File: src/verilog/exec_pkg.sv
// Purpose: shared constants and carriers for the branch, call, zero and kick executor
// Assumes: 100 MHz clk, four clocks per instruction cycle (one per quarter phase)
// Notes:   apb registers are word aligned, byte address = offset
`default_nettype none
package exec_pkg;
   localparam int PC_W            = 21;
   localparam int ADDR_W          = 12;
   localparam int DATA_W          = 8;
   localparam int BANK_W          = 4;
   // opcode patterns
   localparam logic [7:0]  OPC_BRANCH_NULL = 8'hE0;
   localparam logic [6:0]  OPC_CALL_HI     = 7'h76;
   localparam logic [3:0]  OPC_CALL_PREFIX = 4'hF;
   localparam logic [6:0]  OPC_ZERO_HI     = 7'h35;
   localparam logic [15:0] OPC_KICK        = 16'h0004;
   // program counter steps
   localparam logic [PC_W-1:0] PC_STEP   = 21'h000002;
   localparam logic [PC_W-1:0] CALL_STEP = 21'h000004;
   // status field positions and reset
   localparam int ST_NULL_BIT = 2;
   localparam int ST_PD_BIT   = 3;
   localparam int ST_TO_BIT   = 4;
   localparam logic [7:0] STATUS_RESET = 8'h18;
   // data memory addressing
   localparam logic [7:0]        INDEX_LIMIT  = 8'h5F;
   localparam logic [7:0]        ACCESS_SPLIT = 8'h80;
   localparam logic [BANK_W-1:0] ACCESS_LOW   = 4'h0;
   localparam logic [BANK_W-1:0] ACCESS_HIGH  = 4'hF;
   localparam logic [DATA_W-1:0] ZERO_DATA    = 8'h00;
   // watchdog
   localparam int WDT_W = 8;
   localparam logic [WDT_W-1:0] WDT_CLEAR = 8'h00;
   // apb offsets
   localparam logic [7:0] OFS_CTRL   = 8'h00;
   localparam logic [7:0] OFS_STATUS = 8'h04;
   localparam logic [7:0] OFS_BANK   = 8'h08;
   localparam logic [7:0] OFS_PC     = 8'h0C;
   localparam logic [7:0] OFS_STACK  = 8'h10;
   localparam logic [7:0] OFS_SHADOW = 8'h14;
   localparam logic [7:0] OFS_WDT    = 8'h18;
   localparam int CTRL_RUN_BIT = 0;
   localparam int CTRL_EXT_BIT = 1;
   localparam logic [1:0] CTRL_RESET = 2'h0;
   localparam logic [BANK_W-1:0] BANK_RESET = 4'h0;

   typedef enum logic [1:0] {Q1_PH, Q2_PH, Q3_PH, Q4_PH} phase_type;

   typedef struct packed {
      logic        psel;
      logic        penable;
      logic        pwrite;
      logic [7:0]  paddr;
      logic [31:0] pwdata;
   } apb_req_type;

   typedef struct packed {
      logic [31:0] prdata;
      logic        pready;
      logic        pslverr;
   } apb_rsp_type;

   typedef struct packed {
      logic [ADDR_W-1:0] addr;
      logic [DATA_W-1:0] data;
      logic              rd;
      logic              we;
   } dmem_req_type;
endpackage
`default_nettype wire

File: src/verilog/call_clear_branch_exec.sv
// Purpose: executes branch-on-null, two-word call, register zero and watchdog kick
// Assumes: fetch presents the current word and the word after it, same clock domain
// Notes:   one instruction cycle is four clocks, q1..q4, gated by the run bit
`default_nettype none
module call_clear_branch_exec
   import exec_pkg::*;
(
   input  wire logic                        clk,            // 100 MHz core clock
   input  wire logic                        rst_n,          // synchronous reset, low
   input  wire exec_pkg::apb_req_type       apb_req,        // apb request
   output exec_pkg::apb_rsp_type            apb_rsp,        // apb answer
   input  wire logic                        instr_valid,    // fetch has a word
   input  wire logic [15:0]                 instr_word,     // current word
   input  wire logic [15:0]                 instr_next,     // following word
   output logic                             instr_ready,    // word taken this clock
   input  wire logic [7:0]                  accumulator_in, // working register
   input  wire logic [exec_pkg::ADDR_W-1:0] index_base,     // indexed offset base
   output exec_pkg::dmem_req_type           dmem,           // data memory port
   output logic                             stack_push,     // return stack push pulse
   output logic [exec_pkg::PC_W-1:0]        return_stack_top, // top of return stack
   output logic [exec_pkg::PC_W-1:0]        pc_out,         // program counter
   output logic [1:0]                       phase_out       // quarter phase
);
   import exec_pkg::*;

   typedef enum logic {EXEC_ST, IDLE_ST} seq_type;

   phase_type              q_reg;
   seq_type                seq_reg;
   logic [15:0]            ir_reg;
   logic                   ir_valid_reg;
   logic [PC_W-1:0]        pc_reg;
   logic [7:0]             status_reg;
   logic [BANK_W-1:0]      bank_number_reg;
   logic [7:0]             accumulator_shadow;
   logic [7:0]             flags_shadow;
   logic [BANK_W-1:0]      bank_number_shadow;
   logic [PC_W-1:0]        stack_reg;
   logic                   push_reg;
   logic [1:0]             ctrl_reg;
   logic [WDT_W-1:0]       watchdog_counter;
   logic [WDT_W-1:0]       postscaler_reg;
   logic [31:0]            rdata_reg;
   logic                   rerr_reg;
   dmem_req_type           dmem_reg;
   logic [DATA_W-1:0]      lit_reg;

   // instruction classes, used by sequencer and checks alike
   function automatic logic is_branch(input logic [15:0] w);
      return w[15:8] == OPC_BRANCH_NULL;
   endfunction
   function automatic logic is_call(input logic [15:0] w);
      return w[15:9] == OPC_CALL_HI;
   endfunction
   function automatic logic is_zero(input logic [15:0] w);
      return w[15:9] == OPC_ZERO_HI;
   endfunction

   // target address of a register zero
   function automatic logic [ADDR_W-1:0] file_addr(input logic [7:0] f, input logic a,
                                                  input logic [BANK_W-1:0] bank,
                                                  input logic ext,
                                                  input logic [ADDR_W-1:0] base);
      if (a)
         return {bank, f};
      else if (ext && f <= INDEX_LIMIT)
         return base + {4'h0, f};
      else if (f < ACCESS_SPLIT)
         return {ACCESS_LOW, f};
      else
         return {ACCESS_HIGH, f};
   endfunction

   logic run;
   logic take_zero;
   logic ext_en;
   logic live;
   logic null_flag;
   logic [PC_W-1:0] branch_target;
   logic [PC_W-1:0] call_target;

   // a live instruction is one latched at q1 while not in an idle second cycle
   assign run           = ctrl_reg[CTRL_RUN_BIT];
   assign ext_en        = ctrl_reg[CTRL_EXT_BIT];
   assign live          = run && ir_valid_reg && seq_reg == EXEC_ST;
   assign null_flag     = status_reg[ST_NULL_BIT];
   assign branch_target = pc_reg + PC_STEP + {{12{ir_reg[7]}}, ir_reg[7:0], 1'b0};
   assign call_target   = {instr_next[11:0], lit_reg, 1'b0};

   // quarter phase counter; holds while stopped so no phase repeats its action
   always_ff @(posedge clk) begin
      if (!rst_n)
         q_reg <= Q1_PH;
      else if (run)
         q_reg <= phase_type'(q_reg + 2'h1);
   end

   // fetch handshake: a word is only accepted at q1 of a normal cycle
   assign instr_ready = run && q_reg == Q1_PH && seq_reg == EXEC_ST;
   assign take_zero   = instr_ready && instr_valid && is_zero(instr_word);

   always_ff @(posedge clk) begin
      if (!rst_n) begin
         ir_reg       <= 16'h0000;
         ir_valid_reg <= 1'b0;
      end else if (run && q_reg == Q1_PH) begin
         ir_reg       <= instr_word;
         ir_valid_reg <= instr_ready && instr_valid;
      end
   end

   // literal read at q2, low target bits for call; the branch offset is taken straight from ir_reg
   always_ff @(posedge clk) begin
      if (!rst_n)
         lit_reg <= 8'h00;
      else if (live && q_reg == Q2_PH)
         lit_reg <= ir_reg[7:0];
   end

   // sequencer: taken branch and call insert one idle cycle
   always_ff @(posedge clk) begin
      if (!rst_n)
         seq_reg <= EXEC_ST;
      else if (run && q_reg == Q4_PH) begin
         case (seq_reg)
            EXEC_ST: begin
               if (live && (is_call(ir_reg) || (is_branch(ir_reg) && null_flag)))
                  seq_reg <= IDLE_ST;
            end
            IDLE_ST: seq_reg <= EXEC_ST;
            default: seq_reg <= EXEC_ST;
         endcase
      end
   end

   // program counter, written only in q4 of a live instruction
   always_ff @(posedge clk) begin
      if (!rst_n)
         pc_reg <= '0;
      else if (live && q_reg == Q4_PH) begin
         if (is_call(ir_reg))
            pc_reg <= call_target;
         else if (is_branch(ir_reg) && null_flag)
            pc_reg <= branch_target;
         else
            pc_reg <= pc_reg + PC_STEP;
      end
   end

   // return stack top and push pulse in q3 of a call
   always_ff @(posedge clk) begin
      if (!rst_n) begin
         stack_reg <= '0;
         push_reg  <= 1'b0;
      end else begin
         push_reg <= live && q_reg == Q3_PH && is_call(ir_reg);
         if (live && q_reg == Q3_PH && is_call(ir_reg))
            stack_reg <= pc_reg + CALL_STEP;
      end
   end

   // shadow copies only move on a call with the save bit set
   always_ff @(posedge clk) begin
      if (!rst_n) begin
         accumulator_shadow <= 8'h00;
         flags_shadow       <= 8'h00;
         bank_number_shadow <= BANK_RESET;
      end else if (live && q_reg == Q3_PH && is_call(ir_reg) && ir_reg[8]) begin
         accumulator_shadow <= accumulator_in;
         flags_shadow       <= status_reg;
         bank_number_shadow <= bank_number_reg;
      end
   end

   // data memory port: address taken from the incoming word so it already stands in q2
   always_ff @(posedge clk) begin
      if (!rst_n)
         dmem_reg <= '0;
      else begin
         dmem_reg.rd <= take_zero;
         dmem_reg.we <= live && q_reg == Q3_PH && is_zero(ir_reg);
         if (take_zero) begin
            dmem_reg.addr <= file_addr(instr_word[7:0], instr_word[8], bank_number_reg,
                                       ext_en, index_base);
            dmem_reg.data <= ZERO_DATA;
         end
      end
   end

   // status: software writes first, hardware sets override in the same clock
   always_ff @(posedge clk) begin
      if (!rst_n)
         status_reg <= STATUS_RESET;
      else begin
         if (apb_req.psel && apb_req.penable && apb_req.pwrite && apb_req.paddr == OFS_STATUS)
            status_reg <= apb_req.pwdata[7:0];
         if (live && q_reg == Q3_PH && is_zero(ir_reg))
            status_reg[ST_NULL_BIT] <= 1'b1;
         if (live && q_reg == Q3_PH && ir_reg == OPC_KICK) begin
            status_reg[ST_TO_BIT] <= 1'b1;
            status_reg[ST_PD_BIT] <= 1'b1;
         end
      end
   end

   // watchdog counter with postscaler on wrap; kick clears both
   always_ff @(posedge clk) begin
      if (!rst_n) begin
         watchdog_counter <= WDT_CLEAR;
         postscaler_reg   <= WDT_CLEAR;
      end else if (live && q_reg == Q3_PH && ir_reg == OPC_KICK) begin
         watchdog_counter <= WDT_CLEAR;
         postscaler_reg   <= WDT_CLEAR;
      end else if (run) begin
         watchdog_counter <= watchdog_counter + 8'h01;
         if (&watchdog_counter)
            postscaler_reg <= postscaler_reg + 8'h01;
      end
   end

   // apb control and bank registers, written in the access phase
   always_ff @(posedge clk) begin
      if (!rst_n) begin
         ctrl_reg        <= CTRL_RESET;
         bank_number_reg <= BANK_RESET;
      end else if (apb_req.psel && apb_req.penable && apb_req.pwrite) begin
         if (apb_req.paddr == OFS_CTRL)
            ctrl_reg <= apb_req.pwdata[1:0];
         if (apb_req.paddr == OFS_BANK)
            bank_number_reg <= apb_req.pwdata[BANK_W-1:0];
      end
   end

   // read data is captured in the setup phase so it comes from a flip-flop
   always_ff @(posedge clk) begin
      if (!rst_n) begin
         rdata_reg <= 32'h00000000;
         rerr_reg  <= 1'b0;
      end else if (apb_req.psel && !apb_req.penable) begin
         rerr_reg  <= 1'b0;
         case (apb_req.paddr)
            OFS_CTRL:   rdata_reg <= {30'h0, ctrl_reg};
            OFS_STATUS: rdata_reg <= {24'h0, status_reg};
            OFS_BANK:   rdata_reg <= {28'h0, bank_number_reg};
            OFS_PC:     rdata_reg <= {11'h0, pc_reg};
            OFS_STACK:  rdata_reg <= {11'h0, stack_reg};
            OFS_SHADOW: rdata_reg <= {4'h0, bank_number_shadow, flags_shadow,
                                      8'h00, accumulator_shadow};
            OFS_WDT:    rdata_reg <= {16'h0, postscaler_reg, watchdog_counter};
            default: begin
               rdata_reg <= 32'h00000000;
               rerr_reg  <= 1'b1;
            end
         endcase
      end
   end

   // zero wait states: the slave answers in the first access cycle
   assign apb_rsp.prdata  = rdata_reg;
   assign apb_rsp.pready  = 1'b1;
   assign apb_rsp.pslverr = rerr_reg && apb_req.psel && apb_req.penable;

   assign dmem             = dmem_reg;
   assign stack_push       = push_reg;
   assign return_stack_top = stack_reg;
   assign pc_out           = pc_reg;
   assign phase_out        = q_reg;

   // checks
   property p_branch_taken;
      @(posedge clk) disable iff (!rst_n)
      (live && q_reg == Q4_PH && is_branch(ir_reg) && null_flag)
         |=> (pc_reg == $past(branch_target)) && seq_reg == IDLE_ST;
   endproperty
   a_branch_taken: assert property (p_branch_taken) else $error("branch jump wrong");

   property p_branch_not_taken;
      @(posedge clk) disable iff (!rst_n)
      (live && q_reg == Q4_PH && is_branch(ir_reg) && !null_flag)
         |=> pc_reg == $past(pc_reg) + PC_STEP && seq_reg == EXEC_ST && !dmem_reg.we;
   endproperty
   a_branch_not_taken: assert property (p_branch_not_taken) else $error("skip wrong");

   property p_call_push;
      @(posedge clk) disable iff (!rst_n)
      (live && q_reg == Q3_PH && is_call(ir_reg))
         |=> stack_push && return_stack_top == $past(pc_reg) + CALL_STEP;
   endproperty
   a_call_push: assert property (p_call_push) else $error("call push wrong");

   property p_shadow_save;
      @(posedge clk) disable iff (!rst_n)
      (live && q_reg == Q3_PH && is_call(ir_reg) && ir_reg[8])
         |=> accumulator_shadow == $past(accumulator_in) && flags_shadow == $past(status_reg);
   endproperty
   a_shadow_save: assert property (p_shadow_save) else $error("shadow not saved");

   property p_shadow_keep;
      @(posedge clk) disable iff (!rst_n)
      !(live && q_reg == Q3_PH && is_call(ir_reg) && ir_reg[8])
         |=> $stable(accumulator_shadow) && $stable(bank_number_shadow)
             && $stable(flags_shadow);
   endproperty
   a_shadow_keep: assert property (p_shadow_keep) else $error("shadow changed");

   property p_call_target;
      @(posedge clk) disable iff (!rst_n)
      (live && q_reg == Q4_PH && is_call(ir_reg))
         |=> pc_reg == {$past(instr_next[11:0]), $past(ir_reg[7:0]), 1'b0}
             ##4 seq_reg == EXEC_ST;
   endproperty
   a_call_target: assert property (p_call_target) else $error("call target wrong");

   property p_zero_write;
      @(posedge clk) disable iff (!rst_n)
      dmem_reg.we |-> dmem_reg.data == ZERO_DATA && status_reg[ST_NULL_BIT] == 1'b1 ##0
         $past(q_reg) == Q3_PH;
   endproperty
   a_zero_write: assert property (p_zero_write) else $error("zero write wrong");

   property p_bank_select;
      @(posedge clk) disable iff (!rst_n)
      (live && q_reg == Q3_PH && is_zero(ir_reg) && ir_reg[8])
         |=> dmem_reg.we && dmem_reg.addr == {$past(bank_number_reg), $past(ir_reg[7:0])};
   endproperty
   a_bank_select: assert property (p_bank_select) else $error("bank addr wrong");

   property p_kick;
      @(posedge clk) disable iff (!rst_n)
      (live && q_reg == Q3_PH && ir_reg == OPC_KICK)
         |=> watchdog_counter == WDT_CLEAR && postscaler_reg == WDT_CLEAR
             && status_reg[ST_TO_BIT] && status_reg[ST_PD_BIT];
   endproperty
   a_kick: assert property (p_kick) else $error("watchdog kick wrong");

   c_taken:  cover property (@(posedge clk) live && is_branch(ir_reg) && null_flag);
   c_call_s: cover property (@(posedge clk) stack_push && ir_reg[8]);
   c_zero:   cover property (@(posedge clk) dmem_reg.we);
   c_kick:   cover property (@(posedge clk) live && q_reg == Q3_PH && ir_reg == OPC_KICK);
endmodule
`default_nettype wire

File: config.mk
export PLATFORM = sky130hd
export DESIGN_NAME = call_clear_branch_exec
export DESIGN_NICKNAME = d
export VERILOG_FILES = /design/src/verilog/exec_pkg.sv /design/src/verilog/call_clear_branch_exec.sv
export SDC_FILE = /design/constraint.sdc
export NUM_CORES = 1
export LEC_CHECK = 0
export ABC_AREA = 0
export BUFFER_PORTS_ARGS = -buffer_cell sky130_fd_sc_hd__buf_2
export CAP_MARGIN = 20
export CELL_PAD_IN_SITES_DETAIL_PLACEMENT = 0
export CELL_PAD_IN_SITES_GLOBAL_PLACEMENT = 1
export CORE_ASPECT_RATIO = 1.75
export CORE_MARGIN = 2
export CORE_UTILIZATION = 40
export DETAILED_ROUTE_END_ITERATION = 7
export PLACE_DENSITY_LB_ADDON = 0.3
export SLEW_MARGIN = 20
export SYNTH_ARGS = -nofsm -noshare
export SYNTH_HDL_FRONTEND = slang
export SYNTH_SLANG_ARGS = --single-unit
File: constraint.sdc
create_clock -name clk -period 8.2 [get_ports clk]
set_input_delay 1.23 -clock clk [delete_from_list [all_inputs] [get_ports clk]]
set_output_delay 1.23 -clock clk [all_outputs]
set_load 0.1 [all_outputs]
==> impl_metrics.tcl <==
set metrics [dict create \
    core-area_um2 22560 \
    area_growth_pct 15.04 \
    grt_pass1_vias 8180 \
    initial_utilization_pct 40.52 \
    antenna_left 0 \
    cts_hold_buf 0 \
    ys_types 74 \
    drive_above_1_share_pct 17.85 \
    drt_wl_total_mm 27.81 \
    fin_crit_sh_pct 46.77 \
    gp_congestion 0.8890 \
    required_ns 8.57 \
    ys.flop_type "dfxtp_1" \
    io_pins 200 \
    synth-edff-count 0 \
    max_stage_delay_ns 0.68 \
    cts_tree "built" \
    die_h_um 204.0 \
    clk_pin_slew_ns 0.07 \
    slew_violations 0 \
    startpoint_type "register" \
    status "complete, no violations" \
    final_util_pct 46.62 \
    endpoint_kind "register" \
    ir_drop_mv 0.1080 \
    skew_ns 0.009150 \
    clock_path_buffers 2 \
    synth_commonest_cells "167 x nand2_1, 162 x dfxtp_1, 135 x nor2_1, 117 x a21oi_1, 47 x clkbuf_1" \
    yosysMostFrequentCell "nand2_1" \
    layout.nets 1371 \
    postCtsSetupRepairBufs 0 \
    netlist_instances 1129 \
    dp_hpwl_mm 20.69 \
    power.density_nw_per_um2 162.3 \
    root_buffer "clkbuf_16" \
    crit_slowest_cell "dfxtp_1" \
    worst_slew_pin_slew_ns 1.005 \
    yosys-top-cells-area "dfxtp_1 35%, nand2_1 6.9%, a21oi_1 6.4%" \
    crit_type "reg -> reg" \
    total_leakage_power_nw 4.359 \
    path_max_fanout 12 \
    antenna_cells 0 \
    io_buffers 156 \
    min_path_type "reg -> reg" \
    final-setup-viol-count 0 \
    synthArstFlopShare_pct 0 \
    clock.fmax_mhz 260.8 \
    wl_per_cell_um 18.01 \
    cts-buffers-inserted 17 \
    antenna_found_initial 0 \
    vias 8368 \
    multi_input_area_um2 5449 \
    relSlewSlack_pct 32.91 \
    path_cells "nand3_1 > nor3_2 > nand3_1 > xnor2_1 > ha_1 > a21oi_1 > o21ai_0 > a31oi_1 > o21ai_0 > o21ai_0 > nand3b_1 > a31oi_1" \
    cap_viol_max_count 0 \
    finalSetupTns_ns 0 \
    clock_sinks 162 \
    grt_max_degree 82 \
    cp.arrival_ns 4.20 \
    regArea_um2 3243 \
    cpMostUsedCell "o21ai_0" \
    drt_iter0_markers 435 \
    synth_top_area_share_pct 35.47 \
    synthDominantAreaCellType "dfxtp_1" \
    die_area_um2 24130 \
    synth_seq_area_share_pct 35.47 \
    cts_resized 0 \
    drc 0 \
    first_pass_iters 5 \
    yosys_warnings 0 \
    hold_viol_final 0 \
    via_per_inst 5.420 \
    avgSynthCellArea_um2 8.098 \
    grt_pass1_wl_mm 43.64 \
    grt_overflow 0 \
    grt_setup_unrepaired "false" \
    clock_latency_ns 0.44 \
    ys_ff_latch 162 \
    h-tree-depth 4 \
    final_area_um2 10520 \
    die_w_um 118.3 \
    fillCellCount 2339 \
    period_needed_ns 3.835 \
    placed_area_um2 9943 \
    fp-row-count 73 \
    finalHoldWorstSlack_ns 0.4563 \
    largest_reg_flops 28 \
    reg2reg_setup_slack_ns 4.37 \
    synth.cell_area_um2 9143 \
    grt_usage_pct 22.97 \
]
placed cells by master, fill, tap and decap left out, types with 6 or more instances in the layout:
cell type / count
conb_1: 15
a221oi_1: 12
clkbuf_16: 17
o21ai_0: 33
nand2_1: 167
dfxtp_1: 162
o21a_1: 11
nor3_1: 14
mux2_2: 7
nand3b_1: 6
a211oi_1: 24
o211ai_1: 7
a21o_1: 9
a21oi_1: 117
mux2i_1: 30
nor2_1: 134
nand4_1: 17
a22oi_1: 23
xor2_1: 32
ha_1: 39
a222oi_1: 7
or3_1: 6
nand3_1: 19
and3_1: 13
inv_1: 14
buf_2: 156
xnor2_1: 32
and2_1: 12
o221ai_1: 7
worst max-delay path, delay by kind of cell (launching register included):
| family | cells | cell delay (ns) |
|---|---|---|
| compound gates | 6 | 1.21 |
| xor+xnor | 1 | 0.27 |
| fa+ha+maj | 1 | 0.36 |
| flops | 1 | 0.68 |
| simple gates | 4 | 1.24 |
per-layer routing:
metal  up-vias  GRT usage [%]  part of all wire, %  routed length [um]
met1      3886          25.74                   41               11300
met4         0          11.10                  4.1                1133
met3        61          3.488                  3.4                 944
li1       4192              -                    -                   -
met5         -              0                    0                   0
met2       229          42.05                   52               14420
power by group:
part,internal (mW),total (mW),switching [mW]
clock,0.438,0.793,0.355
sequential,0.788,0.790,0.00239
combinational,0.0326,0.124,0.0912
total,1.26,1.71,0.449
worst paths after layout:
check | start | endpoint | depth (start not counted)
worst max-delay path | pc_out[4] | pc_out[18] | 12
worst min-delay path | bank_number_shadow[1] | bank_number_shadow[1] | 2
worst max register to register | pc_out[4] | pc_out[18] | 12
worst min register to register | bank_number_shadow[1] | bank_number_shadow[1] | 2
layout make-up:
cell class	count	area share, %
clock buffers	19	4.306
clock inverters	12	1.154
inverters	15	0.5472
multi-input cells	875	51.81
flip-flops and latches	162	30.84
well taps	300	3.569
repair buffers	161	7.780
per-stage QoR:
stage	std cells	setup slack, ns	power (mW)
final	1544	4.365	1.707
after global routing	1544	4.031	1.765
after CTS	1544	4.484	1.723
after detailed placement	1513	4.405	0.9315
after global placement	1513	4.403	0.9309
after floorplan	1142	4.453	0.9001
kinds of logic after synthesis:
group                    after synthesis  synth area share, %
AND/OR/NAND/NOR                      428                22.05
AO/OA/AOI/OAI                        289                20.61
flip-flops                           162                35.47
buffers and inverters                105                5.488
XOR/XNOR                              64                6.131
adder cells (fa/ha/maj)               41                5.775
multiplexers                          38                4.393
other                                  2              0.08214
Note: power is estimated with default switching activity, not from simulation.
